<file path="config.mk">
export PLATFORM = sky130hd
export DESIGN_NAME = tcs_timer_ctrl
export DESIGN_NICKNAME = d
export VERILOG_FILES = /design/src/verilog/tcs_pkg.sv /design/src/verilog/tcs_timer_ctrl.sv
export SDC_FILE = /design/constraint.sdc
export NUM_CORES = 1
export LEC_CHECK = 0
export BUFFER_PORTS_ARGS = -buffer_cell sky130_fd_sc_hd__buf_4
export CELL_PAD_IN_SITES_DETAIL_PLACEMENT = 0
export CELL_PAD_IN_SITES_GLOBAL_PLACEMENT = 1
export CORE_MARGIN = 5
export CORE_UTILIZATION = 40
export CTS_CLUSTER_SIZE = 16
export DETAILED_ROUTE_END_ITERATION = 8
export MAX_ROUTING_LAYER = met4
export PLACE_DENSITY_LB_ADDON = 0.1
export SYNTH_ARGS = -nofsm -noshare
export SYNTH_HDL_FRONTEND = slang
export SYNTH_SLANG_ARGS = --single-unit
</file>
<file path="constraint.sdc">
create_clock -name clock_i -period 2.5 [get_ports clock_i]
set_input_delay 0.5 -clock clock_i [delete_from_list [all_inputs] [get_ports clock_i]]
set_output_delay 0.5 -clock clock_i [all_outputs]
set_load 0.1 [all_outputs]
</file>
<file path="src/verilog/tcs_pkg.sv">
// constants of the timer control/status and counter block
// assumes a 32-bit apb slave, one word per 8-bit register
//
// Overview of operation
// overflow flag, bit 7, sets when counter wraps to 0x0000 past modulo.
// flag clears only after a status read with flag set, then zero write.
// overflow between that read and write restarts the clear sequence.
// writing one to the overflow flag leaves it unchanged.
// interrupt request is flag and enable bit 6; enable zero suppresses it.
// bit 5 zero counts up only; one counts up/down, all channels centered.
// without center mode each channel follows its own mode bits.
// bits 4:3 pick source: none, bus clock, fixed clock, external.
// without an enabled pll or fll the fixed clock acts as bus clock.
// external source synchronised here; fixed clock arrives synchronised.
// prescale field divides the source by two to its value, 1 to 128.
// divider sits after selection and sync; only its output steps counter.
// a new prescale value acts the cycle after it is stored.
// reading either counter byte latches both until the other is read.
// reset or any status write restarts counter read latching.
// any counter byte write clears the counter and restarts latching.
// reset leaves the counter at zero.
// in debug halt the counter stops and reads show frozen value.
// in debug halt counter reads leave the latch state untouched.
// in debug halt status or counter writes still restart latching.
// after equalling modulo counter restarts at zero; modulo zero free-runs.
// counter moves one per prescaled tick, holds while source is none.
package tcs_pkg;
    localparam logic [7:0]  OFS_CONTROL_STATUS = 8'h00;
    localparam logic [7:0]  OFS_COUNTER_HIGH   = 8'h04;
    localparam logic [7:0]  OFS_COUNTER_LOW    = 8'h08;
    localparam int unsigned BIT_OVERFLOW       = 7;
    localparam int unsigned BIT_IRQ_ENABLE     = 6;
    localparam int unsigned BIT_CENTER         = 5;
    localparam int unsigned CLKS_LSB           = 3;
    localparam int unsigned PRESCALE_LSB       = 0;
    localparam logic [6:0]  CONTROL_RESET      = 7'h00;
    localparam logic [15:0] COUNTER_RESET      = 16'h0000;
    localparam logic [15:0] COUNTER_FULL       = 16'hffff;
    localparam logic [6:0]  PRESCALE_RESET     = 7'h00;
    localparam logic [1:0]  CENTER_MODE_CODE   = 2'b11;
    typedef enum logic [1:0] {
        SRC_NONE  = 2'b00,
        SRC_BUS   = 2'b01,
        SRC_FIXED = 2'b10,
        SRC_EXT   = 2'b11
    } tcs_source_type;
endpackage

</file>
<file path="src/verilog/tcs_timer_ctrl.sv">
// timer control/status register, clock select, prescaler, 16-bit counter
// assumes apb master on clock_i; halt, pll flag, fixed tick from clock_i
//
// Decided for this implementation: the APB slave port and the placing of the registers.
`timescale 1ns/1ps
module tcs_timer_ctrl #(
    parameter int CHANNELS = 2
) (
    input  wire logic                  clock_i,
    input  wire logic                  rstn_i,
    input  wire logic                  clock_enable_i,
    input  wire logic                  psel_i,
    input  wire logic                  penable_i,
    input  wire logic                  pwrite_i,
    input  wire logic [7:0]            paddr_i,
    input  wire logic [31:0]           pwdata_i,
    output logic      [31:0]           prdata_o,
    output logic                       pready_o,
    output logic                       pslverr_o,
    input  wire logic                  ext_clock_i,
    input  wire logic                  fixed_tick_i,
    input  wire logic                  pll_enabled_i,
    input  wire logic                  debug_halt_mode_i,
    input  wire logic [15:0]           modulo_value_i,
    input  wire logic [2*CHANNELS-1:0] channel_mode_select_i,
    output logic      [2*CHANNELS-1:0] channel_mode_o,
    output logic                       center_align_o,
    output logic                       count_down_o,
    output logic      [15:0]           counter_o,
    output logic                       overflow_irq_o
);

    if (CHANNELS < 1 || CHANNELS > 8) begin : g_check
        $error("CHANNELS must be 1 to 8");
    end

    function automatic logic word_is(input logic [7:0] a,
                                     input logic [7:0] ofs);
        word_is = (a[7:2] == ofs[7:2]);
    endfunction

    function automatic logic [6:0] ps_mask(input logic [2:0] ps);
        ps_mask = 7'((8'h01 << ps) - 8'h01);
    endfunction

    // reset release
    logic rst_q1;
    logic rst_n;
    always_ff @(posedge clock_i or negedge rstn_i) begin
        if (!rstn_i) begin
            rst_q1 <= 1'b0;
            rst_n  <= 1'b0;
        end else begin
            rst_q1 <= 1'b1;
            rst_n  <= rst_q1;
        end
    end

    // external source sync; first stage feeds only the second
    logic ext_q1;
    logic ext_q2;
    logic ext_q3;
    always_ff @(posedge clock_i or negedge rst_n) begin
        if (!rst_n) begin
            ext_q1 <= 1'b0;
            ext_q2 <= 1'b0;
            ext_q3 <= 1'b0;
        end else if (clock_enable_i) begin
            ext_q1 <= ext_clock_i;
            ext_q2 <= ext_q1;
            ext_q3 <= ext_q2;
        end
    end

    // bus decode
    logic setup;
    logic rd_setup;
    logic wr_done;
    logic hit_sc;
    logic hit_h;
    logic hit_l;
    logic hit_cnt;
    assign setup    = psel_i & ~penable_i;
    assign rd_setup = setup & ~pwrite_i;
    assign wr_done  = psel_i & penable_i & pready_o & pwrite_i;
    assign hit_sc   = word_is(paddr_i, tcs_pkg::OFS_CONTROL_STATUS);
    assign hit_h    = word_is(paddr_i, tcs_pkg::OFS_COUNTER_HIGH);
    assign hit_l    = word_is(paddr_i, tcs_pkg::OFS_COUNTER_LOW);
    assign hit_cnt  = hit_h | hit_l;

    // control, flag and clear sequence
    logic [6:0] control;
    logic [6:0] next_control;
    logic       flag;
    logic       next_flag;
    logic       armed;
    logic       next_armed;
    logic       ovf;
    logic       next_irq;
    logic       center;
    logic [1:0] clks;
    logic [2:0] ps;
    assign center = control[tcs_pkg::BIT_CENTER];
    assign clks   = control[tcs_pkg::CLKS_LSB +: 2];
    assign ps     = control[tcs_pkg::PRESCALE_LSB +: 3];

    always_comb begin
        next_control = control;
        next_flag    = flag;
        next_armed   = armed;
        if (rd_setup && hit_sc && flag) begin
            next_armed = 1'b1;
        end
        if (wr_done && hit_sc) begin
            next_control = pwdata_i[6:0];
            // a one in bit 7 is simply ignored
            if (!pwdata_i[tcs_pkg::BIT_OVERFLOW] && armed) begin
                next_flag = 1'b0;
            end
            next_armed = 1'b0;
        end
        // set beats clear so no overflow is lost
        if (ovf) begin
            next_flag  = 1'b1;
            next_armed = 1'b0;
        end
        next_irq = next_flag & next_control[tcs_pkg::BIT_IRQ_ENABLE];
    end

    always_ff @(posedge clock_i or negedge rst_n) begin
        if (!rst_n) begin
            control        <= tcs_pkg::CONTROL_RESET;
            flag           <= 1'b0;
            armed          <= 1'b0;
            overflow_irq_o <= 1'b0;
        end else if (clock_enable_i) begin
            control        <= next_control;
            flag           <= next_flag;
            armed          <= next_armed;
            overflow_irq_o <= next_irq;
        end
    end

    // source select, prescaler and counter
    logic [6:0]  presc;
    logic [6:0]  next_presc;
    logic [15:0] next_counter;
    logic        next_down;
    logic        src;
    logic        go;
    logic        tick;
    logic        cnt_wr;
    logic [15:0] mod_top;
    assign cnt_wr  = wr_done & hit_cnt;
    assign mod_top = (modulo_value_i == tcs_pkg::COUNTER_RESET)
                   ? tcs_pkg::COUNTER_FULL : modulo_value_i;

    always_comb begin
        case (tcs_pkg::tcs_source_type'(clks))
            tcs_pkg::SRC_NONE:  src = 1'b0;
            tcs_pkg::SRC_BUS:   src = 1'b1;
            tcs_pkg::SRC_FIXED: src = pll_enabled_i ? fixed_tick_i : 1'b1;
            tcs_pkg::SRC_EXT:   src = ext_q2 & ~ext_q3;
            default:            src = 1'b0;
        endcase
        go = src & ~debug_halt_mode_i;
    end

    always_comb begin
        next_presc   = presc;
        next_counter = counter_o;
        // leaving center mode must not keep a stale down state
        next_down    = count_down_o & center;
        tick         = 1'b0;
        ovf          = 1'b0;
        // mask read straight from the stored field: acts next cycle
        if (go) begin
            if ((presc & ps_mask(ps)) == ps_mask(ps)) begin
                tick       = 1'b1;
                next_presc = tcs_pkg::PRESCALE_RESET;
            end else begin
                next_presc = presc + 7'h01;
            end
        end
        if (tick) begin
            if (!center) begin
                next_down = 1'b0;
                if (counter_o >= mod_top) begin
                    next_counter = tcs_pkg::COUNTER_RESET;
                    ovf          = 1'b1;
                end else begin
                    next_counter = counter_o + 16'h0001;
                end
            end else if (!count_down_o) begin
                if (counter_o >= mod_top) begin
                    next_down    = 1'b1;
                    next_counter = counter_o - 16'h0001;
                    ovf          = 1'b1;
                end else begin
                    next_counter = counter_o + 16'h0001;
                end
            end else if (counter_o == tcs_pkg::COUNTER_RESET) begin
                next_down    = 1'b0;
                next_counter = counter_o + 16'h0001;
            end else begin
                next_counter = counter_o - 16'h0001;
            end
        end
        // data is ignored on counter writes
        if (cnt_wr) begin
            next_counter = tcs_pkg::COUNTER_RESET;
            next_presc   = tcs_pkg::PRESCALE_RESET;
            next_down    = 1'b0;
            ovf          = 1'b0;
        end
    end

    always_ff @(posedge clock_i or negedge rst_n) begin
        if (!rst_n) begin
            presc        <= tcs_pkg::PRESCALE_RESET;
            counter_o    <= tcs_pkg::COUNTER_RESET;
            count_down_o <= 1'b0;
        end else if (clock_enable_i) begin
            presc        <= next_presc;
            counter_o    <= next_counter;
            count_down_o <= next_down;
        end
    end

    // coherent counter reads
    logic        buf_valid;
    logic        next_buf_valid;
    logic        buf_hi_first;
    logic        next_buf_hi_first;
    logic [15:0] buf_value;
    logic [15:0] next_buf_value;
    logic [15:0] rd_view;
    assign rd_view = buf_valid ? buf_value : counter_o;

    always_comb begin
        next_buf_valid    = buf_valid;
        next_buf_hi_first = buf_hi_first;
        next_buf_value    = buf_value;
        // halt leaves a half-done read intact
        if (!debug_halt_mode_i && rd_setup && hit_cnt) begin
            if (!buf_valid) begin
                next_buf_valid    = 1'b1;
                next_buf_hi_first = hit_h;
                next_buf_value    = counter_o;
            end else if (hit_h != buf_hi_first) begin
                next_buf_valid = 1'b0;
            end
        end
        if (wr_done && (hit_sc || hit_cnt)) begin
            next_buf_valid = 1'b0;
        end
    end

    always_ff @(posedge clock_i or negedge rst_n) begin
        if (!rst_n) begin
            buf_valid    <= 1'b0;
            buf_hi_first <= 1'b0;
            buf_value    <= tcs_pkg::COUNTER_RESET;
        end else if (clock_enable_i) begin
            buf_valid    <= next_buf_valid;
            buf_hi_first <= next_buf_hi_first;
            buf_value    <= next_buf_value;
        end
    end

    // apb answer: read data chosen at setup, ready in the access cycle
    logic [31:0] next_prdata;
    logic        next_pready;
    logic        next_pslverr;
    always_comb begin
        next_prdata  = prdata_o;
        next_pready  = setup;
        next_pslverr = setup & ~(hit_sc | hit_cnt);
        if (setup) begin
            next_prdata = 32'h0000_0000;
            if (!pwrite_i && hit_sc) begin
                next_prdata[7:0] = {flag, control};
            end else if (!pwrite_i && hit_h) begin
                next_prdata[7:0] = rd_view[15:8];
            end else if (!pwrite_i && hit_l) begin
                next_prdata[7:0] = rd_view[7:0];
            end
        end
    end

    always_ff @(posedge clock_i or negedge rst_n) begin
        if (!rst_n) begin
            prdata_o  <= 32'h0000_0000;
            pready_o  <= 1'b0;
            pslverr_o <= 1'b0;
        end else if (clock_enable_i) begin
            prdata_o  <= next_prdata;
            pready_o  <= next_pready;
            pslverr_o <= next_pslverr;
        end
    end

    // channel modes seen by the channel logic
    logic [2*CHANNELS-1:0] next_chmode;
    for (genvar g = 0; g < CHANNELS; g++) begin : g_chan
        assign next_chmode[2*g +: 2] = center
            ? tcs_pkg::CENTER_MODE_CODE
            : channel_mode_select_i[2*g +: 2];
    end

    always_ff @(posedge clock_i or negedge rst_n) begin
        if (!rst_n) begin
            channel_mode_o <= '0;
            center_align_o <= 1'b0;
        end else if (clock_enable_i) begin
            channel_mode_o <= next_chmode;
            center_align_o <= center;
        end
    end
endmodule

</file>
Yosys cells after proc, flatten, opt, wreduce, memory -nomap -nowiden
Index checks and enable logic that the tools add are counted.
{"block": "op_classes", "addsub": 4, "order_cmp": 1, "eq_ne": 7, "shift": 1, "muxes": 43, "bitwise": 20, "n_reduce_logical": 30}
{"operator": "16-bit two-way mux", "count": 9}
{"operator": "16-bit logical NOT", "count": 2}
{"operator": "7-bit two-way mux", "count": 4}
{"operator": "1-bit two-way mux", "count": 24}
{"operator": "8-bit two-way mux", "count": 3}
{"operator": "16-bit by 1-bit adder with 16-bit output, second input constant", "count": 1}
{"operator": "16-bit greater-or-equal comparator", "count": 1}
{"operator": "16-bit by 1-bit subtractor with 16-bit output, second input constant", "count": 1}
{"operator": "2-bit AND reduction", "count": 7}
{"operator": "1-bit AND", "count": 11}
{"operator": "1-bit logical AND", "count": 10}
{"operator": "7-bit by 1-bit adder with 7-bit output, second input constant", "count": 1}
{"operator": "7-bit AND", "count": 1}
{"operator": "7-bit equality test", "count": 1}
{"operator": "1-bit by 3-bit left shift with 7-bit output, first input constant", "count": 1}
{"operator": "7-bit by 1-bit subtractor with 7-bit output, second input constant", "count": 1}
{"operator": "6-bit by 1-bit equality test with 1-bit output, second input constant", "count": 1}
{"operator": "6-bit by 2-bit equality test with 1-bit output, second input constant", "count": 1}
{"operator": "6-bit logical NOT", "count": 1}
{"operator": "1-bit NOT", "count": 6}
{"operator": "2-bit nonzero test", "count": 3}
{"operator": "2-bit equality test, second input constant", "count": 2}
{"operator": "2-bit two-way mux", "count": 2}
{"operator": "1-bit case mux with 4 select lines", "count": 1}
{"operator": "8 further kinds", "count": 11}
{"block": "totals", "ff_bits": 72, "input_bits": 70, "output_inout_bits": 57, "word_cells": 127}

Logic depth before layout (Yosys ltp)
Gate-level depths: netlist (run 1).
{"block": "logic_depth", "word_depth": 10, "ltp_mapped": 14, "mapped_depth_nobuf": 11}

Worst setup path before layout (run 1)
OpenSTA, ideal clock, no wires.
{"block": "synth_timing", "path_kind": "reg-to-reg", "startpoint": "register counter_o[0]", "endpoint": "register counter_o[13]", "setup_time_ns": 0.178, "arrival_time_ns": 3.351, "required_time_ns": 2.322, "slack_ns": -1.029, "path_stages_with_launch": 11, "path_buffers": 1, "period_less_slack_ns": 3.529, "cell_sequence": "dfrtp_1 > inv_1 > ha_1 > nand2b_1 > a2111o_1 > a32oi_1 > nand3_1 > o2111a_1 > buf_4 > a221oi_1 > a31oi_1"}
{"block": "synth_between", "elab_chain_cells": 6, "elab_cells_between_ends": 11, "classes_between": "add/sub: 2; order compare: 1; mux: 7; reduce/logical: 1"}
{"item": "start, declared", "line_no": "tcs_timer_ctrl.sv:29", "source": "output logic [15:0] counter_o,"}
{"item": "start signal, assigned", "line_no": "tcs_timer_ctrl.sv:221", "source": "counter_o <= tcs_pkg::COUNTER_RESET;"}
{"item": "start signal, assigned", "line_no": "tcs_timer_ctrl.sv:225", "source": "counter_o <= next_counter;"}
{"item": "16-bit by 1-bit adder with 16-bit output, or another cell as far along", "line_no": "tcs_timer_ctrl.sv:192, tcs_timer_ctrl.sv:200, tcs_timer_ctrl.sv:204"}
{"item": "16-bit two-way mux (on tied branches)", "line_no": "tcs_timer_ctrl.sv:195, tcs_timer_ctrl.sv:202"}
{"item": "16-bit two-way mux", "line_no": "tcs_timer_ctrl.sv:194", "source": "end else if (!count_down_o) begin"}
{"item": "16-bit two-way mux (*)", "line_no": "tcs_timer_ctrl.sv:186", "source": "if (!center) begin"}
{"item": "16-bit two-way mux (*)", "line_no": "tcs_timer_ctrl.sv:185", "source": "if (tick) begin"}
{"item": "16-bit two-way mux (*)", "line_no": "tcs_timer_ctrl.sv:210", "source": "if (cnt_wr) begin"}
Mark *: on every way between the ends. The rest lies on a longest branch, timed or not. The select of a mux whose other input is x is not followed.
A chain may end at the register's enable or synchronous reset.

Final worst setup path (run 1)
{"block": "layout_timing", "startpoint": "input port modulo_value_i[14]", "endpoint": "register counter_o[8]"}
{"block": "layout_between", "elab_chain_cells": 8, "elab_cells_between_ends": 9, "classes_between": "order compare: 1; mux: 7; reduce/logical: 1"}
{"item": "start, declared", "line_no": "tcs_timer_ctrl.sv:24", "source": "input wire logic [15:0] modulo_value_i,"}
{"item": "16-bit logical NOT", "line_no": "tcs_timer_ctrl.sv:155", "source": "assign mod_top = (modulo_value_i == tcs_pkg::COUNTER_RESET)"}
{"item": "16-bit two-way mux (*)", "line_no": "tcs_timer_ctrl.sv:156", "source": "? tcs_pkg::COUNTER_FULL : modulo_value_i;"}
{"item": "16-bit greater-or-equal comparator (*)", "line_no": "tcs_timer_ctrl.sv:188, tcs_timer_ctrl.sv:195"}
{"item": "16-bit two-way mux", "line_no": "tcs_timer_ctrl.sv:195", "source": "if (counter_o >= mod_top) begin"}
{"item": "16-bit two-way mux", "line_no": "tcs_timer_ctrl.sv:194"}
{"item": "16-bit two-way mux (*)", "line_no": "tcs_timer_ctrl.sv:186"}
{"item": "16-bit two-way mux (*)", "line_no": "tcs_timer_ctrl.sv:185"}
{"item": "16-bit two-way mux (*)", "line_no": "tcs_timer_ctrl.sv:210"}
Marks and branches as above.

==> results of run 1 <==
kinds of logic after synthesis:
group,Yosys count,share of synthesized area
adder cells (fa/ha/maj),20,0.0537
multiplexers,41,0.0984
flip-flops,72,0.387
XOR/XNOR,4,0.00753
AO/OA/AOI/OAI,123,0.180
buffers and inverters,65,0.0798
AND/OR/NAND/NOR,178,0.192
other,2,0.00161
placed cells by master (no fill, tap or decap), types with 9 or more instances in the layout:
cell type  count
a21oi_1       23
a221oi_2      11
buf_4        147
buf_6         17
clkbuf_16      9
conb_1        25
dfrtp_1       67
ha_1          14
inv_1         14
mux2_2        38
nand2_1       42
nand2b_1      10
nand3_1       13
nor2_1        38
o21ai_0       30
flip-flops by register name, indices dropped and copies added (netlist names):
| register | flops |
|---|---|
| pready_o | 1 |
| center_align_o | 1 |
| channel_mode_o | 4 |
| presc | 7 |
| control | 7 |
| ext_q3 | 1 |
| armed | 1 |
| buf_valid | 1 |
| overflow_irq_o | 1 |
| buf_hi_first | 1 |
| counter_o | 16 |
| ext_q1 | 1 |
| rst_n | 1 |
| pslverr_o | 1 |
| prdata_o | 8 |
| count_down_o | 1 |
| rst_q1 | 1 |
| buf_value | 16 |
| ext_q2 | 1 |
| flag | 1 |
report_power, final:
part           internal, uW  switching (uW)  total, uW  leakage, uW
Combinational           182             452        634      0.00212
Sequential             1200            29.0       1220     0.000960
Clock                   875             521       1400     0.000156
timing repair:
action | in CTS | in global routing
cloned | 7 | 0
hold endpoints to repair | 2 | 0
gates resized for setup | 59 | 21
setup buffers | 10 | 2
hold buffers | 1 | 0
pin swaps | 25 | 19
endpoints found under the setup margin | 20 | 20
worst max-delay path by stage:
stage | slack (ns) | startpoint | cells past startpoint | endpoint
final | -0.52 | modulo_value_i[14] | 13 | counter_o[8]
after global routing | -0.64 | modulo_value_i[14] | 14 | counter_o[8]
after CTS | -0.48 | modulo_value_i[7] | 14 | counter_o[13]
after detailed placement | -1.28 | modulo_value_i[8] | 15 | counter_o[8]
after global placement | -1.13 | modulo_value_i[8] | 15 | counter_o[11]
after floorplan | -0.67 | modulo_value_i[8] | 13 | counter_o[5]
final cells by class:
type / count / area [sq um]
fill: 1023 / 4660
multi-input combinational: 394 / 3000
sequential: 72 / 1810
timing repair buffer: 170 / 1400
clock buffer: 9 / 225
tap: 143 / 179
clock inverter: 7 / 95.1
inverter: 14 / 52.6
stage by stage:
| stage | util | hold slack, ns |
|---|---|---|
| final | 0.592 | 0.159 |
| after detailed placement | 0.516 | 0.167 |
| after floorplan | - | 0.204 |
| after CTS | 0.585 | 0.176 |
| after global placement | 0.516 | 0.170 |
| after global routing | 0.592 | 0.182 |
layer usage:
metal  vias up  global-route usage  part of all wire
met3        33              0.0413             0.047
met2       127               0.349              0.49
met4         0              0.0753             0.024
met5         -                   -                 0
met1      2173               0.268              0.44
li1       2148                   -                 -
==> run summary, run 1 <==
========================================================================================================
Most instantiated library cell after synthesis ............................................      dfrtp_1
Total routing usage reported by global routing ............................................        0.215
Die area .................................................................................. 13,900 sq um
Starting density of the core ..............................................................        0.408
Violations in the final reports ........................................................... negative setup slack
Buffer and inverter count on the worst path ...............................................            2
Maximum number of buffers from clock root to sink .........................................            2
Sequential element share of the synthesized area ..........................................        0.387
Number of antenna repair diodes ...........................................................            0
Dominant synthesized flop cell ............................................................      dfrtp_1
Largest area contributor in the netlist ...................................................      dfrtp_1
Achievable clock frequency ................................................................      332 MHz
Drt via density ...........................................................................         5.54
R2R depth .................................................................................            8
Final std cell area, no fill ..............................................................   6760 sq um
Number of ports placed on the die boundary ................................................          127
Wire length of the first global-routing pass ..............................................    23,900 um
Type of the tightest min-delay check ...................................................... reg -> async
Slowest CP cell ...........................................................................     a2111o_1
Area growth syn-to-layout .................................................................        45.1%
Synth Area per Inst .......................................................................   9.22 sq um
Post-CTS clock slew at the launch and capture registers of the worst setup and hold paths .      0.06 ns
Synthesized cell area .....................................................................   4660 sq um
Max transition margin .....................................................................        0.488
Least-Margin Pin Slew .....................................................................     0.768 ns
Power density over cell area ..............................................................  482 nW/um^2
Global-route congestion overflow total ....................................................            0
Critical Path, Cell by Cell ............................................................... buf_8 > nor4_4 > and4_4 > or2_4 > ha_4 > nand2b_4 > a2111o_1 > a32oi_2 > buf_4 > nand3_4 > o2111a_2 > a221oi_2 > a22oi_2
Initial antenna violation count ...........................................................            0
Latest clock arrival within the worst-skew pair ...........................................      0.33 ns
Clock skew after layout ...................................................................   0.00602 ns
Final period utilization ..................................................................         1.21
Category of the most critical setup path ..................................................    in -> reg
Data arrival time of the worst path .......................................................      3.23 ns
Final-report setup violation count ........................................................           20
Final net count ...........................................................................          751
Final Max Slew Viols ......................................................................            0
Routability-driven placement congestion ratio .............................................        0.818
Largest fanout of any net on the critical path ............................................            6
Reg-to-reg setup timing slack .............................................................     -0.32 ns
Wire length reported by the detailed router ...............................................    14,600 um
TritonCTS clock tree ......................................................................        built
Leading cell types by total area after synthesis .......................................... dfrtp_1, mux2_2, ha_1
Number of violations of the max-capacitance limit .........................................            0
Synth top cells by count .................................................................. dfrtp_1, nand2_1, nor2_1
Setup repair after global routing missed its margin .......................................         true
CP startpoint kind ........................................................................ primary input
Worst setup timing slack at the placement stage ...........................................     -1.28 ns
Worst-case vdd ir drop ....................................................................       470 uV
Share of layout cells above drive strength 1 ..............................................        0.444
Terminus of the critical flop-to-flop path ................................................ counter_o[13]
Delay contributed by the slowest stage of the critical path ...............................      0.37 ns
Launching point of the worst reg2reg path ................................................. counter_o[12]
Overall power .............................................................................      3250 uW
CP Data Required Time .....................................................................      2.71 ns
Post-route worst setup slack ..............................................................    -0.517 ns
Cts bufs inserted .........................................................................            9
Run status ................................................................................ complete, but fails checks
Die height ................................................................................       118 um
Clock sinks ...............................................................................           72
Share of flip-flops with an asynchronous set or reset .....................................         1.00
Leakage power .............................................................................   0.00324 uW
Die span in x .............................................................................       118 um
Yosys reg bits ............................................................................           72
Hold Vio Cnt, Final .......................................................................            0
HPWL Detailed .............................................................................    10,400 um
Via count of the first global-routing pass ................................................        4,646
Largest net degree at the start of global routing .........................................           27
Num rows ..................................................................................           39
Fin Setup TNS .............................................................................     -7.75 ns
PortBufs ..................................................................................           76
Post-detailed-route count of antenna-violating nets .......................................            0
Average wire length per cell after detail routing .........................................      18.0 um
Core region area .......................................................................... 11,400 sq um
Synth Instances ...........................................................................          505
Family with the most delay on the worst path .............................................. compound AO/OA/AOI/OAI gates
Clock Root Buffer .........................................................................    clkbuf_16
Yosys synthesis warning count .............................................................            0
Number of levels the H-tree was split into ................................................            3
Finished Layout Cells .....................................................................          809
Proportion of netlist area held by the largest area contributor ...........................        0.387
Via count .................................................................................        4,481
Capturing element type of the critical path ...............................................    flip-flop
Post-route DRC violation count ............................................................            0
Cell count after placement ................................................................          776
Yosys cell types ..........................................................................           61
Number of flops mapped to enable cells by yosys ...........................................            0
Final critical path time including I/O delays and setup ...................................      3.02 ns
Drt first pass iters ......................................................................            4
Placement-stage cell area .................................................................   5890 sq um
Violation count after the first detailed-route iteration ..................................          295
========================================================================================================
Power figures use the tool's default switching activity.
==> run 2: changes to the inputs <==
PLACE_DENSITY_LB_ADDON = 0.12   (was 0.1)
==> run 2 against run 1 <==
The flow still finishes with violations (negative setup slack). First-iteration DRC count fell by 16%. Flip-flop and latch count unchanged. Via count is 3.2% lower. Combinational power is 3% lower. Cell count is 2.6% lower. Global-route usage fell by 1.1 points. Critical path type unchanged. Largest power group unchanged.
==> run summary, run 2 (same netlist as run 1, synthesis figures left out) <==
========================================================================================================
Drt first pass iters ......................................................................            5   was 4
Share of layout cells above drive strength 1 ..............................................        0.402   was 0.444
Wire length reported by the detailed router ...............................................    13,800 um   was 14,600 um
Post-CTS clock slew at the launch and capture registers of the worst setup and hold paths .      0.06 ns   about the same
Type of the tightest min-delay check ...................................................... reg -> async   unchanged
Clock network fraction of total power .....................................................        0.431   was 0.429
Via count .................................................................................        4,339   was 4,481
Final-report setup violation count ........................................................           19   was 20
Final critical path time including I/O delays and setup ...................................      2.94 ns   was 3.02 ns
Number of ports placed on the die boundary ................................................          127   unchanged
Number of antenna repair diodes ...........................................................            0   unchanged
Worst-case vdd ir drop ....................................................................       302 uV   was 470 uV
Terminus of the critical flop-to-flop path ................................................ counter_o[11]   was counter_o[13]
Number of violations of the max-capacitance limit .........................................            0   unchanged
Achievable clock frequency ................................................................      340 MHz   was 332 MHz
Run status ................................................................................ complete, but fails checks   unchanged
Worst setup timing slack at the placement stage ...........................................     -1.21 ns   was -1.28 ns
Least-Margin Pin Slew .....................................................................     0.763 ns   was 0.768 ns
Final period utilization ..................................................................         1.18   was 1.21
Max transition margin .....................................................................        0.491   was 0.488
Hold slack final ..........................................................................     0.139 ns   was 0.159 ns
Launching point of the worst reg2reg path ................................................. counter_o[12]   unchanged
Delay contributed by the slowest stage of the critical path ...............................      0.38 ns   was 0.37 ns
PortBufs ..................................................................................           76   unchanged
Design internal power .....................................................................      2270 uW   was 2250 uW
Family with the most delay on the worst path .............................................. compound AO/OA/AOI/OAI gates   unchanged
Hold Vio Cnt, Final .......................................................................            0   unchanged
Clock Root Buffer .........................................................................    clkbuf_16   unchanged
Die span in x .............................................................................       118 um   unchanged
Global-route congestion overflow total ....................................................            0   unchanged
Slowest CP cell ...........................................................................     o2111a_2   was a2111o_1
Setup repair after global routing missed its margin .......................................         true   unchanged
Clock skew after layout ...................................................................   0.00645 ns   was 0.00602 ns
Capturing element type of the critical path ...............................................    flip-flop   unchanged
Data arrival time of the worst path .......................................................      3.14 ns   was 3.23 ns
Average wire length per cell after detail routing .........................................      17.5 um   was 18.0 um
Drt via density ...........................................................................         5.51   was 5.54
Critical Path, Cell by Cell ............................................................... buf_8 > nor4_4 > and4_4 > or2_4 > ha_4 > nand2b_4 > a2111o_1 > a32oi_2 > nand3_2 > o2111a_2 > a221oi_2 > a22oi_1   was buf_8 > nor4_4 > and4_4 > or2_4 > ha_4 > nand2b_4 > a2111o_1 > a32oi_2 > buf_4 > nand3_4 > o2111a_2 > a221oi_2 > a22oi_2
Die height ................................................................................       118 um   unchanged
Routability-driven placement congestion ratio .............................................        0.842   was 0.818
Number of filler instances in the final layout ............................................        1,050   was 1,023
Area growth syn-to-layout .................................................................        36.6%   was 45.1%
Category of the most critical setup path ..................................................    in -> reg   unchanged
Leading cell types in the layout, fill and taps excluded .................................. buf_4, dfrtp_1, nand2_1, nor2_1, mux2_2   unchanged
TritonCTS clock tree ......................................................................        built   unchanged
Num rows ..................................................................................           39   unchanged
Net switching power .......................................................................       969 uW   was 1000 uW
Total routing usage reported by global routing ............................................        0.204   was 0.215
Power density over cell area ..............................................................  509 nW/um^2   was 482 nW/um^2
Core region area .......................................................................... 11,400 sq um   unchanged
Post-route DRC violation count ............................................................            0   unchanged
Violations in the final reports ........................................................... negative setup slack   unchanged
Final Max Slew Viols ......................................................................            0   unchanged
Cts bufs inserted .........................................................................            9   unchanged
Reg-to-reg setup timing slack .............................................................     -0.24 ns   was -0.32 ns
Post-route worst setup slack ..............................................................    -0.438 ns   was -0.517 ns
Number of levels the H-tree was split into ................................................            3   unchanged
Via count of the first global-routing pass ................................................        4,383   was 4,646
Final net count ...........................................................................          730   was 751
CP Data Required Time .....................................................................      2.70 ns   was 2.71 ns
Post-detailed-route count of antenna-violating nets .......................................            0   unchanged
Most common library cell in the layout ignoring fill and taps .............................        buf_4   unchanged
Maximum number of buffers from clock root to sink .........................................            2   unchanged
Violation count after the first detailed-route iteration ..................................          247   was 295
Portion of total power attributed to combinational logic ..................................        0.191   was 0.195
Largest net degree at the start of global routing .........................................           61   was 27
Leading registers by flop count ........................................................... buf_value: 16 flops, counter_o: 16 flops, prdata_o: 8 flops   unchanged
HPWL Detailed .............................................................................    10,100 um   was 10,400 um
Wire length of the first global-routing pass ..............................................    22,600 um   was 23,900 um
Initial antenna violation count ...........................................................            0   unchanged
Buffer and inverter count on the worst path ...............................................            1   was 2
Latest clock arrival within the worst-skew pair ...........................................      0.33 ns   about the same
Leakage power .............................................................................   0.00309 uW   was 0.00324 uW
CP startpoint kind ........................................................................ primary input   unchanged
R2R depth .................................................................................            7   was 8
Largest fanout of any net on the critical path ............................................            6   unchanged
Proportion of power drawn by flip-flops and latches .......................................        0.378   was 0.376
Clock sinks ...............................................................................           72   unchanged
Die area .................................................................................. 13,900 sq um   unchanged
Net switching fraction of the power .......................................................        0.300   was 0.308
Starting density of the core ..............................................................        0.408   unchanged
========================================================================================================
==> run 2: cell count changes in the layout (fill, tap and decap cells not counted), sizes merged <==
cell    change
buf        -20
clkbuf      +1
inv         -1
o2111a      -1
==> run 2: worst register-to-register path, delay by kind of cell, from the launching register on <==
family / cells / cell delay [ns]
flops: 1 / 0.40
simple gates: 3 / 1.60
buf+inv: 1 / 0.19
compound gates: 3 / 0.48
==> run 2: how the worst max path moves through the flow <==
stage                               end  depth (start not counted)              start  slack [ns]
after floorplan            counter_o[5]                         13  modulo_value_i[8]       -0.67
after global placement    counter_o[15]                         12  modulo_value_i[0]       -1.08
after detailed placement  counter_o[15]                         14  modulo_value_i[0]       -1.21
after CTS                  counter_o[8]                         12  modulo_value_i[0]       -0.48
after global routing       counter_o[8]                         12  modulo_value_i[0]       -0.58
final                      counter_o[8]                         12  modulo_value_i[0]       -0.44
==> run 2: final cells by class <==
cell class                      count  area, sq um  area share
Clock inverter                      6         82.6      0.0130
Tap cell                          143          179      0.0281
Clock buffer                       10          239      0.0376
Inverter                           14         52.6     0.00826
Timing Repair Buffer              150         1190       0.187
Sequential cell                    72         1810       0.284
Multi-Input combinational cell    393         2810       0.442
==> run 2: power groups by stage <==
| stage | sequential (uW) | clock (uW) | combinational, uW |
|---|---|---|---|
| 5_1_grt | 1230 | 1480 | 659 |
| 2_1_floorplan | 1380 | 0 | 315 |
| 6_report | 1220 | 1390 | 618 |
| 3_3_place_gp | 1240 | 0 | 600 |
| 4_1_cts | 1230 | 1420 | 618 |
| 3_5_place_dp | 1250 | 0 | 606 |
==> run 2: layer usage <==
metal,track usage,share of wire,vias up
li1,-,-,2100
met1,0.258,0.45,2077
met2,0.327,0.47,132
met3,0.0303,0.049,30
met4,0.0846,0.028,0
met5,-,0,-
==> run 2: through the flow <==
| step | util | instances | TNS [ns] | instance area [sq um] | power (uW) |
|---|---|---|---|---|---|
| 6_report | 0.557 | 788 | -6.63 | 6360 | 3240 |
| 3_5_place_dp | 0.511 | 768 | -21.89 | 5830 | 1850 |
| 2_1_floorplan | - | 528 | -10.30 | 4870 | 1690 |
| 4_1_cts | 0.553 | 786 | -7.21 | 6310 | 3270 |
| 3_3_place_gp | 0.511 | 768 | -19.85 | 5830 | 1840 |
| 5_1_grt | 0.557 | 788 | -9.59 | 6360 | 3370 |
==> run 2: what timing repair did <==
item / in CTS / in global routing
gates cloned: 2 / 0
setup buffers: 0 / 2
hold buffers: 1 / 0
resized for setup: 29 / 8
pin swaps: 16 / 12
setup endpoints to repair: 20 / 22
endpoints found under the hold margin: 2 / 0
